===== config.mk =====
export PLATFORM = sky130hd
export DESIGN_NAME = ppt_top
export DESIGN_NICKNAME = d
export VERILOG_FILES = /design/src/include/ppt_pkg.sv /design/src/design/ppt_top.sv
export SDC_FILE = /design/constraint.sdc
export NUM_CORES = 1
export LEC_CHECK = 0
export BUFFER_PORTS_ARGS = -buffer_cell sky130_fd_sc_hd__buf_4
export CAP_MARGIN = 0
export CORE_MARGIN = 1.5
export CORE_UTILIZATION = 45
export DETAILED_ROUTE_END_ITERATION = 16
export PLACE_DENSITY = 0.68
export SLEW_MARGIN = 20
export SYNTH_ARGS = -nofsm -noshare
export SYNTH_HDL_FRONTEND = slang
export SYNTH_SLANG_ARGS = --single-unit

===== constraint.sdc =====
create_clock -name i_clk -period 2.43 [get_ports i_clk]
set_input_delay 0.3645 -clock i_clk [delete_from_list [all_inputs] [get_ports i_clk]]
set_output_delay 0.3645 -clock i_clk [all_outputs]
set_load 0.01 [all_outputs]

===== src/include/ppt_pkg.sv =====
/*
  ppt_pkg: shared constants and carrier types for the port protect, trigger
  route and high-voltage input test block.
  assumes: a single 250 MHz clock domain and a plain strobe register port.
*/
package ppt_pkg;

    // register addresses on the plain register port
    localparam logic [3:0] PPT_ADDR_MISC = 4'h0;       // port_misc_config
    localparam logic [3:0] PPT_ADDR_OUT = 4'h1;        // pin_output_value_reg
    localparam logic [3:0] PPT_ADDR_HV = 4'h2;         // hv_analog_control
    localparam logic [3:0] PPT_ADDR_LEVEL = 4'h3;      // hv_input_level (read only)
    localparam logic [3:0] PPT_ADDR_IRQ_STAT = 4'h4;   // port_p_irq_flags (read only)
    localparam logic [3:0] PPT_ADDR_IRQ_CLR = 4'h5;    // write one to clear
    localparam logic [3:0] PPT_ADDR_IRQ_EN = 4'h6;     // port_p_irq_enables
    localparam logic [3:0] PPT_ADDR_TRIG = 4'h7;       // spare routing bits, read back only

    // field positions
    localparam int PPT_MISC_OVERCURRENT_MONITOR_ENABLE_BIT = 0;     // overcurrent_monitor_enable
    localparam int PPT_MISC_FULLDRV_BIT = 1;  // full drive on supply pin
    localparam int PPT_OUT_SUPPLY_BIT = 2;    // supply_pin_out_value
    localparam int PPT_IRQ_OC_BIT = 0;        // overcurrent_flag position
    localparam int PPT_HV_SEL_LSB = 0;        // hv_pin_select [1:0]
    localparam int PPT_HV_EN_BIT = 2;         // hv_analog_enable
    localparam int PPT_HV_DIR_BIT = 3;        // hv_direct_input_select
    localparam int PPT_HV_PULL_BIT = 4;       // hv_pull_select
    localparam int PPT_HV_TEST_BIT = 5;       // hv_buffer_override

    // reset values
    localparam logic [7:0] PPT_MISC_RST = 8'h00;
    localparam logic [7:0] PPT_OUT_RST = 8'h00;
    localparam logic [7:0] PPT_HV_RST = 8'h00;
    localparam logic [7:0] PPT_IRQ_EN_RST = 8'h00;
    localparam logic [7:0] PPT_TRIG_RST = 8'h00;

    // pwm-side routing info for one trigger channel
    typedef struct packed {
        logic enabled;     // pwm channel running
        logic internal;    // routed for internal use only
        logic alt_pin;     // relocated to the alternative pin
    } ppt_pwm_route_t;

    // register port request
    typedef struct packed {
        logic [3:0] addr;
        logic [7:0] wdata;
        logic wr;
        logic rd;
    } ppt_reg_req_t;

endpackage : ppt_pkg


===== src/design/ppt_top.sv =====
/*
  ppt_top: supply pin over-current protection, adc trigger routing from
  pwm channels five and four, and high-voltage input open-input test.
  assumes: pins and pwm flags are synchronous to i_clk, the over-current
  comparator and pad levels arrive already synchronised.
*/
`timescale 1ns/10ps

// Functional notes
// - trigger inputs follow pwm channels five, four
// - relocated pwm channel moves trigger pin too
// - enabled external pwm drives trigger, else pin
// - monitor powered only while enable bit set
// - protection only with full drive, high output
// - monitor off during stop mode
// - over-current forces driver low, sets flag
// - override keeps digital buffer alive in analog, unless direct input selected
// - pull select one pullup, zero pulldown
// - pullup: external pulldown reads 0, open 1
// - pulldown: external pullup reads 1, open 0
// - flag interrupts only while enable set
// - driver forced low until flag cleared
// - analog run mode disables selected digital buffer
module ppt_top #(
    parameter int HV_PINS = 4
) (
    input wire logic i_clk,
    input wire logic i_arst_n,
    input wire ppt_pkg::ppt_reg_req_t i_req,
    output logic [7:0] o_rdata,
    input wire logic i_stop_mode,
    input wire logic i_oc_detect,
    input wire logic i_pwm_supply_en,
    input wire logic i_pwm_supply_val,
    input wire logic [1:0] i_pwm_val,
    input wire ppt_pkg::ppt_pwm_route_t [1:0] i_pwm_route,
    input wire logic [1:0] i_pin_main,
    input wire logic [1:0] i_pin_alt,
    input wire logic [HV_PINS-1:0] i_hv_pad,
    output logic o_supply_drive,
    output logic o_supply_full_drive,
    output logic o_oc_monitor_on,
    output logic [1:0] o_adc_ext_trigger_in,
    output logic [HV_PINS-1:0] o_hv_buffer_en,
    output logic [HV_PINS-1:0] o_hv_pullup_en,
    output logic [HV_PINS-1:0] o_hv_pulldown_en,
    output logic o_irq
);

    logic [7:0] misc_reg;        // port_misc_config
    logic [7:0] out_reg;         // pin_output_value_reg
    logic [7:0] hv_reg;          // hv_analog_control
    logic [7:0] irq_en_reg;      // port_p_irq_enables
    logic [7:0] trig_reg;        // spare routing bits, read back only
    logic oc_flag_reg;           // overcurrent_flag
    logic [HV_PINS-1:0] level_reg;  // hv_input_level
    logic [7:0] rdata_next;
    logic oc_clr;
    logic monitor_on;
    logic supply_high;
    logic [1:0] hv_sel;
    logic [HV_PINS-1:0] buf_en_next;

    // hv_pin_select: two bits upward from its field position
    assign hv_sel = hv_reg[ppt_pkg::PPT_HV_SEL_LSB +: 2];

    // software-visible register writes
    always_ff @(posedge i_clk or negedge i_arst_n)
    begin
        if (!i_arst_n)
        begin
            misc_reg <= ppt_pkg::PPT_MISC_RST;
            out_reg <= ppt_pkg::PPT_OUT_RST;
            hv_reg <= ppt_pkg::PPT_HV_RST;
            irq_en_reg <= ppt_pkg::PPT_IRQ_EN_RST;
            trig_reg <= ppt_pkg::PPT_TRIG_RST;
        end
        else if (i_req.wr)
        begin
            unique case (i_req.addr)
                ppt_pkg::PPT_ADDR_MISC: misc_reg <= i_req.wdata;
                ppt_pkg::PPT_ADDR_OUT: out_reg <= i_req.wdata;
                ppt_pkg::PPT_ADDR_HV: hv_reg <= i_req.wdata;
                ppt_pkg::PPT_ADDR_IRQ_EN: irq_en_reg <= i_req.wdata;
                ppt_pkg::PPT_ADDR_TRIG: trig_reg <= i_req.wdata;
                // read-only and clear addresses store nothing here
                default: ;
            endcase
        end
    end

    // write one to the clear register drops the flag
    assign oc_clr = i_req.wr && (i_req.addr == ppt_pkg::PPT_ADDR_IRQ_CLR)
        && i_req.wdata[ppt_pkg::PPT_IRQ_OC_BIT];

    // supply pin level as software or pwm wants it
    assign supply_high = i_pwm_supply_en ? i_pwm_supply_val
        : out_reg[ppt_pkg::PPT_OUT_SUPPLY_BIT];

    assign monitor_on = misc_reg[ppt_pkg::PPT_MISC_OVERCURRENT_MONITOR_ENABLE_BIT] && !i_stop_mode;

    // over-current flag; a new event wins over a clear in the same cycle
    always_ff @(posedge i_clk or negedge i_arst_n)
    begin
        if (!i_arst_n)
        begin
            oc_flag_reg <= 1'b0;
        end
        else if (monitor_on && misc_reg[ppt_pkg::PPT_MISC_FULLDRV_BIT]
                 && supply_high && i_oc_detect)
        begin
            oc_flag_reg <= 1'b1;
        end
        else if (oc_clr)
        begin
            oc_flag_reg <= 1'b0;
        end
    end

    // supply pin drive outputs
    always_ff @(posedge i_clk or negedge i_arst_n)
    begin
        if (!i_arst_n)
        begin
            o_supply_drive <= 1'b0;
            o_supply_full_drive <= 1'b0;
            o_oc_monitor_on <= 1'b0;
        end
        else
        begin
            // forced low while flag stands, also on detect itself
            o_supply_drive <= supply_high && !oc_flag_reg && !(monitor_on && i_oc_detect
                && misc_reg[ppt_pkg::PPT_MISC_FULLDRV_BIT]);
            o_supply_full_drive <= misc_reg[ppt_pkg::PPT_MISC_FULLDRV_BIT];
            o_oc_monitor_on <= monitor_on;
        end
    end

    always_ff @(posedge i_clk or negedge i_arst_n)
    begin
        if (!i_arst_n)
        begin
            o_irq <= 1'b0;
        end
        else
        begin
            o_irq <= oc_flag_reg && irq_en_reg[ppt_pkg::PPT_IRQ_OC_BIT];
        end
    end

    // trigger routing: index 1 is channel five, index 0 channel four
    always_ff @(posedge i_clk or negedge i_arst_n)
    begin
        if (!i_arst_n)
        begin
            o_adc_ext_trigger_in <= 2'h0;
        end
        else
        begin
            for (int t = 0; t < 2; t++)
            begin
                if (i_pwm_route[t].enabled && !i_pwm_route[t].internal)
                begin
                    o_adc_ext_trigger_in[t] <= i_pwm_val[t];
                end
                else if (i_pwm_route[t].alt_pin)
                begin
                    o_adc_ext_trigger_in[t] <= i_pin_alt[t];
                end
                else
                begin
                    o_adc_ext_trigger_in[t] <= i_pin_main[t];
                end
            end
        end
    end

    // high-voltage input buffers and pulls
    always_comb
    begin
        buf_en_next = '1;
        for (int p = 0; p < HV_PINS; p++)
        begin
            if (hv_reg[ppt_pkg::PPT_HV_EN_BIT] && (hv_sel == 2'(p)) && !i_stop_mode
                && !(hv_reg[ppt_pkg::PPT_HV_TEST_BIT] && !hv_reg[ppt_pkg::PPT_HV_DIR_BIT]))
            begin
                buf_en_next[p] = 1'b0;
            end
        end
    end

    // registered buffer enables, pulls and the pad level view
    always_ff @(posedge i_clk or negedge i_arst_n)
    begin
        if (!i_arst_n)
        begin
            o_hv_buffer_en <= '1;
            o_hv_pullup_en <= '0;
            o_hv_pulldown_en <= '0;
            level_reg <= '0;
        end
        else
        begin
            o_hv_buffer_en <= buf_en_next;
            for (int p = 0; p < HV_PINS; p++)
            begin
                // pull select on the chosen pin
                o_hv_pullup_en[p] <= hv_reg[ppt_pkg::PPT_HV_EN_BIT] && (hv_sel == 2'(p))
                    && hv_reg[ppt_pkg::PPT_HV_PULL_BIT];
                o_hv_pulldown_en[p] <= hv_reg[ppt_pkg::PPT_HV_EN_BIT] && (hv_sel == 2'(p))
                    && !hv_reg[ppt_pkg::PPT_HV_PULL_BIT];
            end
            // level reads pad through enabled buffer
            level_reg <= i_hv_pad & buf_en_next;
        end
    end

    // read mux, data valid in the cycle after the strobe
    always_comb
    begin
        rdata_next = 8'h00;
        unique case (i_req.addr)
            ppt_pkg::PPT_ADDR_MISC: rdata_next = misc_reg;
            ppt_pkg::PPT_ADDR_OUT: rdata_next = out_reg;
            ppt_pkg::PPT_ADDR_HV: rdata_next = hv_reg;
            ppt_pkg::PPT_ADDR_LEVEL: rdata_next = 8'(level_reg);
            ppt_pkg::PPT_ADDR_IRQ_STAT: rdata_next = {7'h00, oc_flag_reg};
            ppt_pkg::PPT_ADDR_IRQ_EN: rdata_next = irq_en_reg;
            ppt_pkg::PPT_ADDR_TRIG: rdata_next = trig_reg;
            // unmapped and write-only addresses read zero
            default: rdata_next = 8'h00;
        endcase
    end

    // read data register, zero outside the cycle after a read
    always_ff @(posedge i_clk or negedge i_arst_n)
    begin
        if (!i_arst_n)
        begin
            o_rdata <= 8'h00;
        end
        else
        begin
            o_rdata <= i_req.rd ? rdata_next : 8'h00;
        end
    end

    chk_irq_gating: assert property (@(posedge i_clk) disable iff (!i_arst_n)
        o_irq == $past(oc_flag_reg && irq_en_reg[0]))
        else $error("irq does not follow flag and enable");

    chk_drive_forced: assert property (@(posedge i_clk) disable iff (!i_arst_n)
        $past(oc_flag_reg) |-> !o_supply_drive)
        else $error("supply driven while flag set");

    chk_flag_set: assert property (@(posedge i_clk) disable iff (!i_arst_n)
        (monitor_on && misc_reg[1] && supply_high && i_oc_detect) |=> oc_flag_reg)
        else $error("over-current not flagged");

    chk_stop_quiet: assert property (@(posedge i_clk) disable iff (!i_arst_n)
        (i_stop_mode && !oc_flag_reg) |=> !oc_flag_reg)
        else $error("flag set during stop");

    chk_flag_clear: assert property (@(posedge i_clk) disable iff (!i_arst_n)
        (oc_clr && !i_oc_detect) |=> !oc_flag_reg)
        else $error("flag not cleared");

    chk_full_drive: assert property (@(posedge i_clk) disable iff (!i_arst_n)
        (!misc_reg[1] && !oc_flag_reg) |=> !oc_flag_reg)
        else $error("flag without full drive");

    chk_trig_pwm: assert property (@(posedge i_clk) disable iff (!i_arst_n)
        (i_pwm_route[1].enabled && !i_pwm_route[1].internal)
        |=> o_adc_ext_trigger_in[1] == $past(i_pwm_val[1]))
        else $error("trigger not from pwm");

    chk_override: assert property (@(posedge i_clk) disable iff (!i_arst_n)
        (hv_reg[5] && !hv_reg[3]) |=> o_hv_buffer_en == '1)
        else $error("buffer disabled under override");

endmodule : ppt_top


* Word-level counts from Yosys, hierarchy flattened
Index checks and enable logic that the tools add are counted.
Cells by class: reduce and logical (&&, ||, !) cells 50, multiplexer cells 13, bitwise logic cells 1, eq/ne operators 10
Operators by type and width (count):
- $pmux W8 S7 | 1
- $logic_and A1 B1 Y1 | 34
- $eq A4 B3 Y1 const B | 4
- $mux W1 | 11
- $reduce_and A2 Y1 | 5
- $eq A4 B2 Y1 const B | 2
- $logic_not A1 Y1 | 8
- $mux W8 | 1
- $and A4 B4 Y4 | 1
- $eq A2 B2 Y1 const B | 2
- $eq A4 B1 Y1 const B | 1
- $logic_not A4 Y1 | 1
- $eq A2 B1 Y1 const B | 1
- $logic_not A2 Y1 | 1
- $reduce_bool A2 Y1 | 1
Word-level totals: output and inout bits 26, input bits 36, flip-flop bits (word level) 71, logic and storage cells 90

* Depth between registers and ports, before layout
Gate-level depths: netlist of the first run.
depth after elaboration 6, depth in mapped cells 6

* Worst setup path after synthesis of the first run
Ideal clock, no wire load.
kind in2reg, start input i_req[10] (netlist name), end register irq_en_reg[0], stages on the path 5, data required time 2.305 ns, path slack 1.012 ns, arrival 1.293 ns, library setup time 0.125 ns, path through buf_4 nor2b_4 and3_4 buf_6 mux2_2
On the way: cells in the longest elaborated chain, start to end 2
Ends and longest elaborated chain:
- start: declaration | RTL line ppt_top.sv:29 | input wire ppt_pkg::ppt_reg_req_t i_req,
- $eq A4 B3 Y1 | RTL line ppt_top.sv:80 | unique case (i_req.addr)
- $reduce_and A2 Y1 (no source line)
- end signal: assignment | RTL line ppt_top.sv:75 | irq_en_reg <= ppt_pkg::PPT_IRQ_EN_RST;
- end signal: assignment | RTL line ppt_top.sv:84 | ppt_pkg::PPT_ADDR_IRQ_EN: irq_en_reg <= i_req.wdata;
- end: declaration | RTL line ppt_top.sv:53 | logic [7:0] irq_en_reg;
Every way passes these cells. A chain may end at the register's enable or synchronous reset.

* Worst setup path in the final report of the first run
start register hv_reg[1], end register o_rdata[1]
On the way: cells in the longest elaborated chain, start to end 2
Ends and longest elaborated chain:
- start: declaration | RTL line ppt_top.sv:52 | logic [7:0] hv_reg;
- start signal: assignment | RTL line ppt_top.sv:74 | hv_reg <= ppt_pkg::PPT_HV_RST;
- start signal: assignment | RTL line ppt_top.sv:83 | ppt_pkg::PPT_ADDR_HV: hv_reg <= i_req.wdata;
- $pmux W8 S7 | RTL line ppt_top.sv:222 | unique case (i_req.addr)
- $mux W8 | RTL line ppt_top.sv:244 | o_rdata <= i_req.rd ? rdata_next : 8'h00;
- end signal: assignment | RTL line ppt_top.sv:244
- end: declaration | RTL line ppt_top.sv:30 | output logic [7:0] o_rdata,
Every way passes these cells.

==> impl_metrics.env, run 1 <==
export IMPL_outcome="finished, final reports clean"
export IMPL_grt_overflow=0
export IMPL_period_share=0.555
export IMPL_drc=0
export IMPL_synthCells=222
export IMPL_grt_max_degree=72
export IMPL_rsz0062_at_grt="no"
export IMPL_dp_hpwl_mm=4.22
export IMPL_synth_seq_cells=71
export IMPL_cts_htree_levels=3
export IMPL_grt_pass1_wl_mm=10.0
export IMPL_track_usage=0.188
export IMPL_max_vdd_ir_drop_mv=0.372
export IMPL_drive_gt1_frac=0.462
export IMPL_clk_insertion_delay_late_ns=0.35
export IMPL_cts_resized=0
export IMPL_dp_cells=351
export IMPL_vias=1960
export IMPL_wl_met3_um=232
export IMPL_power_per_cell_area_nw_per_um2=831
export IMPL_synth_distinct_cells=36
export IMPL_cp_max_fo=11
export IMPL_post_route_util=0.581
export IMPL_avgRoutedWirePerCell_um=16.8
export IMPL_clk_pin_slew_ns=0.07
export IMPL_syn_area_um2=3000
export IMPL_placed_cell_area_um2=3490
export IMPL_grt_pass1_vias=2017
export IMPL_die_x_um=84.7
export IMPL_cts_setup_buffers=0
export IMPL_dr_pass1_iters=4
export IMPL_final_area_um2=3710
export IMPL_p_leak_nw=1.72
export IMPL_finClkSkew_ns=0.00533
export IMPL_syn_nets=258
export IMPL_start_util=0.470
export IMPL_crit_path_start_kind="register"
export IMPL_hp_class="in2async"
export IMPL_worstPathRequired_ns=2.66
export IMPL_cts_buffers_inserted=9
export IMPL_fmax_ghz=0.741
export IMPL_finalCriticalPeriod_ns=1.35
export IMPL_ioPinCount=62
export IMPL_max_slew_margin=0.422
export IMPL_dr_wl_met2_mm=3.12
export IMPL_antenna_cells=0
export IMPL_worstMarginPinSlew_ns=0.867
export IMPL_finalWirelength_mm=6.15
export IMPL_cap_viol_max_count=0
export IMPL_hold_violations=0
export IMPL_drv_slew=0
export IMPL_syn_to_final_growth_pct=23.6
export IMPL_cp_data_arrival_time_ns=1.58
export IMPL_port_buffers=61
export IMPL_rows=29
export IMPL_dieArea_um2=7170
export IMPL_antenna_found_initial=0
export IMPL_instances_no_fill=367
export IMPL_ant_nets=0
export IMPL_yosysWarnings=0
export IMPL_syn_area_per_cell_um2=13.5
export IMPL_top_layer="met4"
export IMPL_clock_sinks=71
export IMPL_hold_buffers=0
export IMPL_coreArea_um2=6390
export IMPL_setup_viol=0
export IMPL_n_fill_cell=525
export IMPL_viasPerCell=5.34
export IMPL_met1_length_mm=2.71
export IMPL_gp_congestion=0.812
export IMPL_finalSetupTns_ns=0
export IMPL_cts_root_buf="clkbuf_8"
export IMPL_drt_iter0_drc=57
export IMPL_cts_buffer_depth=2
export IMPL_die_h_um=84.7
export IMPL_end_kind="register"
export IMPL_worst_setup_path_type="reg2reg"
export IMPL_cts_tree="built"
export IMPL_nNetsFinal=321
export IMPL_synth_yosys_seq_area_share=0.593
export IMPL_power_mw=3.09
-- cells in the final DEF, fill, tap and decap left out, drive strengths merged, types with 4 or more instances in the layout --
cell,count
dfrtp,67
o21ai,5
mux2,43
nor2,13
nor2b,4
dfstp,4
buf,61
mux2i,6
a21oi,4
nor3,4
nand2b,5
nand2,17
and2,6
a22oi,6
nand3,5
clkbuf,13
-- critical path: stages (launching register included) --
cell	delay, ns
dfrtp_1	0.50
mux4_2	0.50
a21oi_1	0.17
nor2_1	0.06
-- through the flow --
stage               hold slack, ns  setup slack, ns
global route                 0.196             1.04
finish                       0.127             1.08
global placement             0.445            0.779
floorplan                   0.0689             1.01
CTS                          0.162             1.07
detailed placement           0.457            0.769
-- report_power, final --
part | internal (mW) | switching [mW]
clock network | 0.633 | 0.419
logic | 0.295 | 0.207
registers | 1.39 | 0.137
-- area by class of cell --
class | count | area [um^2] | share of cell area
multi-input cells | 139 | 1140 | 0.307
well taps | 77 | 96.3 | 0.0260
flip-flops and latches | 71 | 1780 | 0.480
inverters | 3 | 11.3 | 0.00303
clock inverters | 3 | 65.1 | 0.0175
clock buffers | 13 | 159 | 0.0428
repair buffers | 61 | 458 | 0.123
-- synth_stat cells --
| library cell | number | area share |
|---|---|---|
| buf_2 | 2 | 0.0033 |
| o221ai_1 | 3 | 0.0087 |
| mux2_1 | 1 | 0.0037 |
| nor3_1 | 4 | 0.0067 |
| a211o_1 | 1 | 0.0029 |
| mux2i_1 | 6 | 0.020 |
| mux4_2 | 3 | 0.022 |
| dfstp_2 | 4 | 0.035 |
| nand2_2 | 3 | 0.0062 |
| and2_4 | 1 | 0.0029 |
| and3_1 | 2 | 0.0042 |
| a221oi_1 | 1 | 0.0029 |
| dfrtp_1 | 67 | 0.56 |
| clkbuf_1 | 2 | 0.0025 |
| nand3_1 | 5 | 0.0083 |
| nor2_1 | 12 | 0.015 |
| nor2b_1 | 2 | 0.0042 |
| a311oi_1 | 3 | 0.0087 |
| and2_1 | 5 | 0.010 |
| nand2b_1 | 5 | 0.010 |
| buf_4 | 1 | 0.0025 |
| nor2_4 | 1 | 0.0037 |
| o21ai_0 | 5 | 0.0083 |
| and2b_2 | 1 | 0.0029 |
| nand3b_1 | 2 | 0.0050 |
| nor2b_4 | 2 | 0.0092 |
| buf_6 | 4 | 0.015 |
| nor3b_2 | 1 | 0.0042 |
| o31a_1 | 2 | 0.0058 |
| inv_1 | 3 | 0.0037 |
| a21oi_1 | 4 | 0.0067 |
| a22oi_1 | 6 | 0.015 |
| mux2_2 | 42 | 0.16 |
| and3_4 | 1 | 0.0037 |
| nand2_1 | 14 | 0.017 |
| a21o_1 | 1 | 0.0025 |
-- layer usage --
layer	global-route usage	vias up
li1	-	921
met1	0.238	992
met2	0.302	39
met3	0.0511	8
met4	0.0880	0
met5	0	-
-- kinds of logic (layout without fill, tap and decap cells) --
| logic type | Yosys count | after routing | share of synthesized area |
|---|---|---|---|
| and+or+nand+nor | 61 | 61 | 0.115 |
| buffers and inverters | 12 | 80 | 0.0271 |
| muxes | 52 | 52 | 0.204 |
| AOI/OAI and AO/OA | 26 | 26 | 0.0616 |
| DFF | 71 | 71 | 0.593 |
-- path summary, 6_finish.rpt --
check / startpoint / end / slack (ns) / cells after the start
max: hv_reg[1] / o_rdata[1] / 1.08 / 3
min: i_arst_n / o_supply_full_drive / 0.13 / 1
max reg2reg: hv_reg[1] / o_rdata[1] / 1.08 / 3
min reg2reg: misc_reg[1] / o_supply_full_drive / 0.47 / 0
max in group asynchronous: i_arst_n / out_reg[4] / 1.74 / 1
min in group i_clk: i_stop_mode / o_oc_monitor_on / 0.22 / 2
Power figures use the tool's default switching activity.
==> run 2, diff against run 1 <==
--- a/config.mk
+++ b/config.mk
@@ -5,6 +5,7 @@
 export SDC_FILE = /design/constraint.sdc
 export NUM_CORES = 1
 export LEC_CHECK = 0
+export ABC_AREA = 1
 export BUFFER_PORTS_ARGS = -buffer_cell sky130_fd_sc_hd__buf_4
 export CAP_MARGIN = 0
 export CORE_MARGIN = 1.5
==> constraint.sdc (replaced) <==
create_clock -name i_clk -period 1.4 [get_ports i_clk]
set_input_delay 0.21 -clock i_clk [delete_from_list [all_inputs] [get_ports i_clk]]
set_output_delay 0.21 -clock i_clk [all_outputs]
set_load 0.01 [all_outputs]
==> run 2 against run 1 <==
  * The run now ends with design-rule violations left
  * Fmax is 13% higher
  * Sequential power is 67% higher
  * Synthesized cell count is 47% higher
==> impl_metrics.env, run 2 <==
export IMPL_yosysMostFrequentCell="nand2_1"
export IMPL_ioPinCount=62
export IMPL_cp_slowest_stage_delay_ns=0.40
export IMPL_worst_setup_path_type="reg2reg"
export IMPL_grt_max_degree=72
export IMPL_yosys_area_top_type="dfrtp_1"
export IMPL_drive_gt1_frac=0.276
export IMPL_post_route_util=0.601
export IMPL_cp_data_arrival_time_ns=1.39
export IMPL_synth_yosys_seq_area_share=0.587
export IMPL_crit_path_start_kind="register"
export IMPL_cp_max_fo=4
export IMPL_die_h_um=85.1
export IMPL_vias=2435
export IMPL_cts_htree_levels=3
export IMPL_synth_area_leaders="dfrtp_1 55%, nand2_1 9.0%, nand3_1 6.9%, o21ai_0 4.1%, nor2_1 3.7%"
export IMPL_max_vdd_ir_drop_mv=0.617
export IMPL_track_usage=0.208
export IMPL_finClkSkew_ns=0.00402
export IMPL_cts_buffer_depth=2
export IMPL_internal_power_mw=3.81
export IMPL_violations="design-rule violations"
export IMPL_synth_top_area_share=0.553
export IMPL_grt_overflow=0
export IMPL_fmax_ghz=0.836
export IMPL_antenna_cells=0
export IMPL_yosysWarnings=0
export IMPL_comb_power_share=0.146
export IMPL_gp_congestion=0.845
export IMPL_outcome="complete, but fails checks"
export IMPL_crit_family="flip-flops"
export IMPL_holdWs_ns=0.0531
export IMPL_finalSetupTns_ns=0
export IMPL_synth_edff_count=0
export IMPL_postLayoutSetupSlackWorst_ns=0.203
export IMPL_syn_to_final_growth_pct=27.2
export IMPL_power_per_cell_area_nw_per_um2=1330
export IMPL_n_fill_cell=582
export IMPL_path_cells="inv_1 -> nor3_1 -> a21boi_0"
export IMPL_final_cell_mix="73 x nand2_1, 70 x buf_4, 67 x dfrtp_1, 42 x nand3_1, 30 x nor2_1"
export IMPL_finalCriticalPeriod_ns=1.20
export IMPL_hold_violations=0
export IMPL_clock_sinks=71
export IMPL_synth_commonest_cells="73 x nand2_1, 67 x dfrtp_1, 42 x nand3_1, 30 x nor2_1, 29 x inv_1"
export IMPL_clockPowerShare=0.356
export IMPL_hp_class="in2reg"
export IMPL_cts_root_buf="clkbuf_8"
export IMPL_synthFlopType="dfrtp_1"
export IMPL_synthCells=326
export IMPL_worstMarginPinSlew_ns=0.435
export IMPL_cts_resized=0
export IMPL_setup_viol=0
export IMPL_period_share=0.855
export IMPL_async_flop_share=1.00
export IMPL_drt_iter0_drc=126
export IMPL_ant_nets=0
export IMPL_critPathBufInv=1
export IMPL_switching_share=0.260
export IMPL_rows=29
export IMPL_switchingPower_mw=1.34
export IMPL_syn_nets=362
export IMPL_coreArea_um2=6420
export IMPL_port_buffers=61
export IMPL_clk_insertion_delay_late_ns=0.34
export IMPL_syn_area_um2=3030
export IMPL_max_slew_margin=0.708
export IMPL_dp_cells=466
export IMPL_grt_pass1_vias=2372
export IMPL_synth_distinct_cells=24
export IMPL_dr_pass1_iters=10
export IMPL_finalWirelength_mm=6.80
export IMPL_start_util=0.472
export IMPL_synth_seq_cells=71
export IMPL_seq_power_share=0.498
export IMPL_cap_viol_max_count=0
export IMPL_clk_pin_slew_ns=0.07
export IMPL_grt_pass1_wl_mm=11.5
export IMPL_dp_hpwl_mm=4.69
export IMPL_cts_buffers_inserted=9
export IMPL_instances_no_fill=483
export IMPL_nNetsFinal=437
export IMPL_p_leak_nw=1.96
export IMPL_cts_setup_buffers=0
export IMPL_place_ws_ns=0.141
export IMPL_avgRoutedWirePerCell_um=14.1
export IMPL_end_kind="register"
export IMPL_layout_commonest_cell="nand2_1"
export IMPL_cts_tree="built"
export IMPL_viasPerCell=5.04
export IMPL_rsz0062_at_grt="no"
export IMPL_worstPathRequired_ns=1.59
export IMPL_dieArea_um2=7240
export IMPL_antenna_found_initial=0
export IMPL_slowest_stage="dfrtp_1"
export IMPL_syn_area_per_cell_um2=9.30
export IMPL_drv_slew=0
export IMPL_drc=3
export IMPL_die_x_um=85.1
[run 2: cell families (layout without fill, tap and decap cells)]
kind of cell	count (synthesis)	in the layout	synth area share
AO/OA/AOI/OAI	52	52	0.0990
buffers and inverters	39	119	0.0606
flip-flops	71	71	0.587
multiplexers	1	1	0.00330
AND/OR/NAND/NOR	163	163	0.250
[run 2: final timing paths]
| check | depth (start not counted) | end | start | slack (ns) |
|---|---|---|---|---|
| max in group asynchronous | 3 | o_hv_buffer_en[0] | i_arst_n | 0.65 |
| worst min register to register | 0 | o_supply_full_drive | misc_reg[1] | 0.46 |
| worst min-delay path | 2 | o_oc_monitor_on | i_stop_mode | 0.05 |
| worst max register to register | 3 | level_reg[1] | hv_reg[2] | 0.20 |
| min in group asynchronous | 3 | o_supply_drive | i_arst_n | 0.41 |
| worst max-delay path | 3 | level_reg[1] | hv_reg[2] | 0.20 |
[run 2: stage by stage]
stage	total power [mW]	cell area, um^2
floorplan	2.97	3030
global placement	3.33	3620
detailed placement	3.35	3620
CTS	5.20	3860
global route	5.43	3860
finish	5.15	3860
[run 2: worst register-to-register path: cells and delay by family, from the launching register on]
kind                   cells  cell delay [ns]
DFF                        1             0.40
buffers and inverters      1             0.09
and+or+nand+nor            1             0.39
AOI/OAI and AO/OA          1             0.16
[run 2: final cells by class]
cell class / instances / area, um^2 / area share
tap: 77 / 96.3 / 0.0250
inverter: 30 / 113 / 0.0292
clock buffer: 13 / 159 / 0.0412
clock inverter: 3 / 65.1 / 0.0169
timing repair buffer: 73 / 576 / 0.149
sequential: 71 / 1780 / 0.462
multi-input combinational: 216 / 1070 / 0.277
[run 2: per-layer routing]
layer	vias up	wire length (um)	global-route usage
li1	1207	-	-
met1	1149	2890	0.274
met2	69	3430	0.334
met3	10	363	0.0477
met4	0	112	0.0849
met5	-	0	0
[run 2: what timing repair did]
action                                  CTS  global route
endpoints found under the hold margin    67             0
hold buffers                              1             0
endpoints found under the setup margin    0             0
[run 2: power groups by stage]
stage	logic (mW)	clock network [mW]	registers (mW)
6_report	0.752	1.83	2.56
4_1_cts	0.762	1.87	2.56
2_1_floorplan	0.399	0	2.57
5_1_grt	0.862	1.97	2.60
3_5_place_dp	0.754	0	2.60
3_3_place_gp	0.733	0	2.60
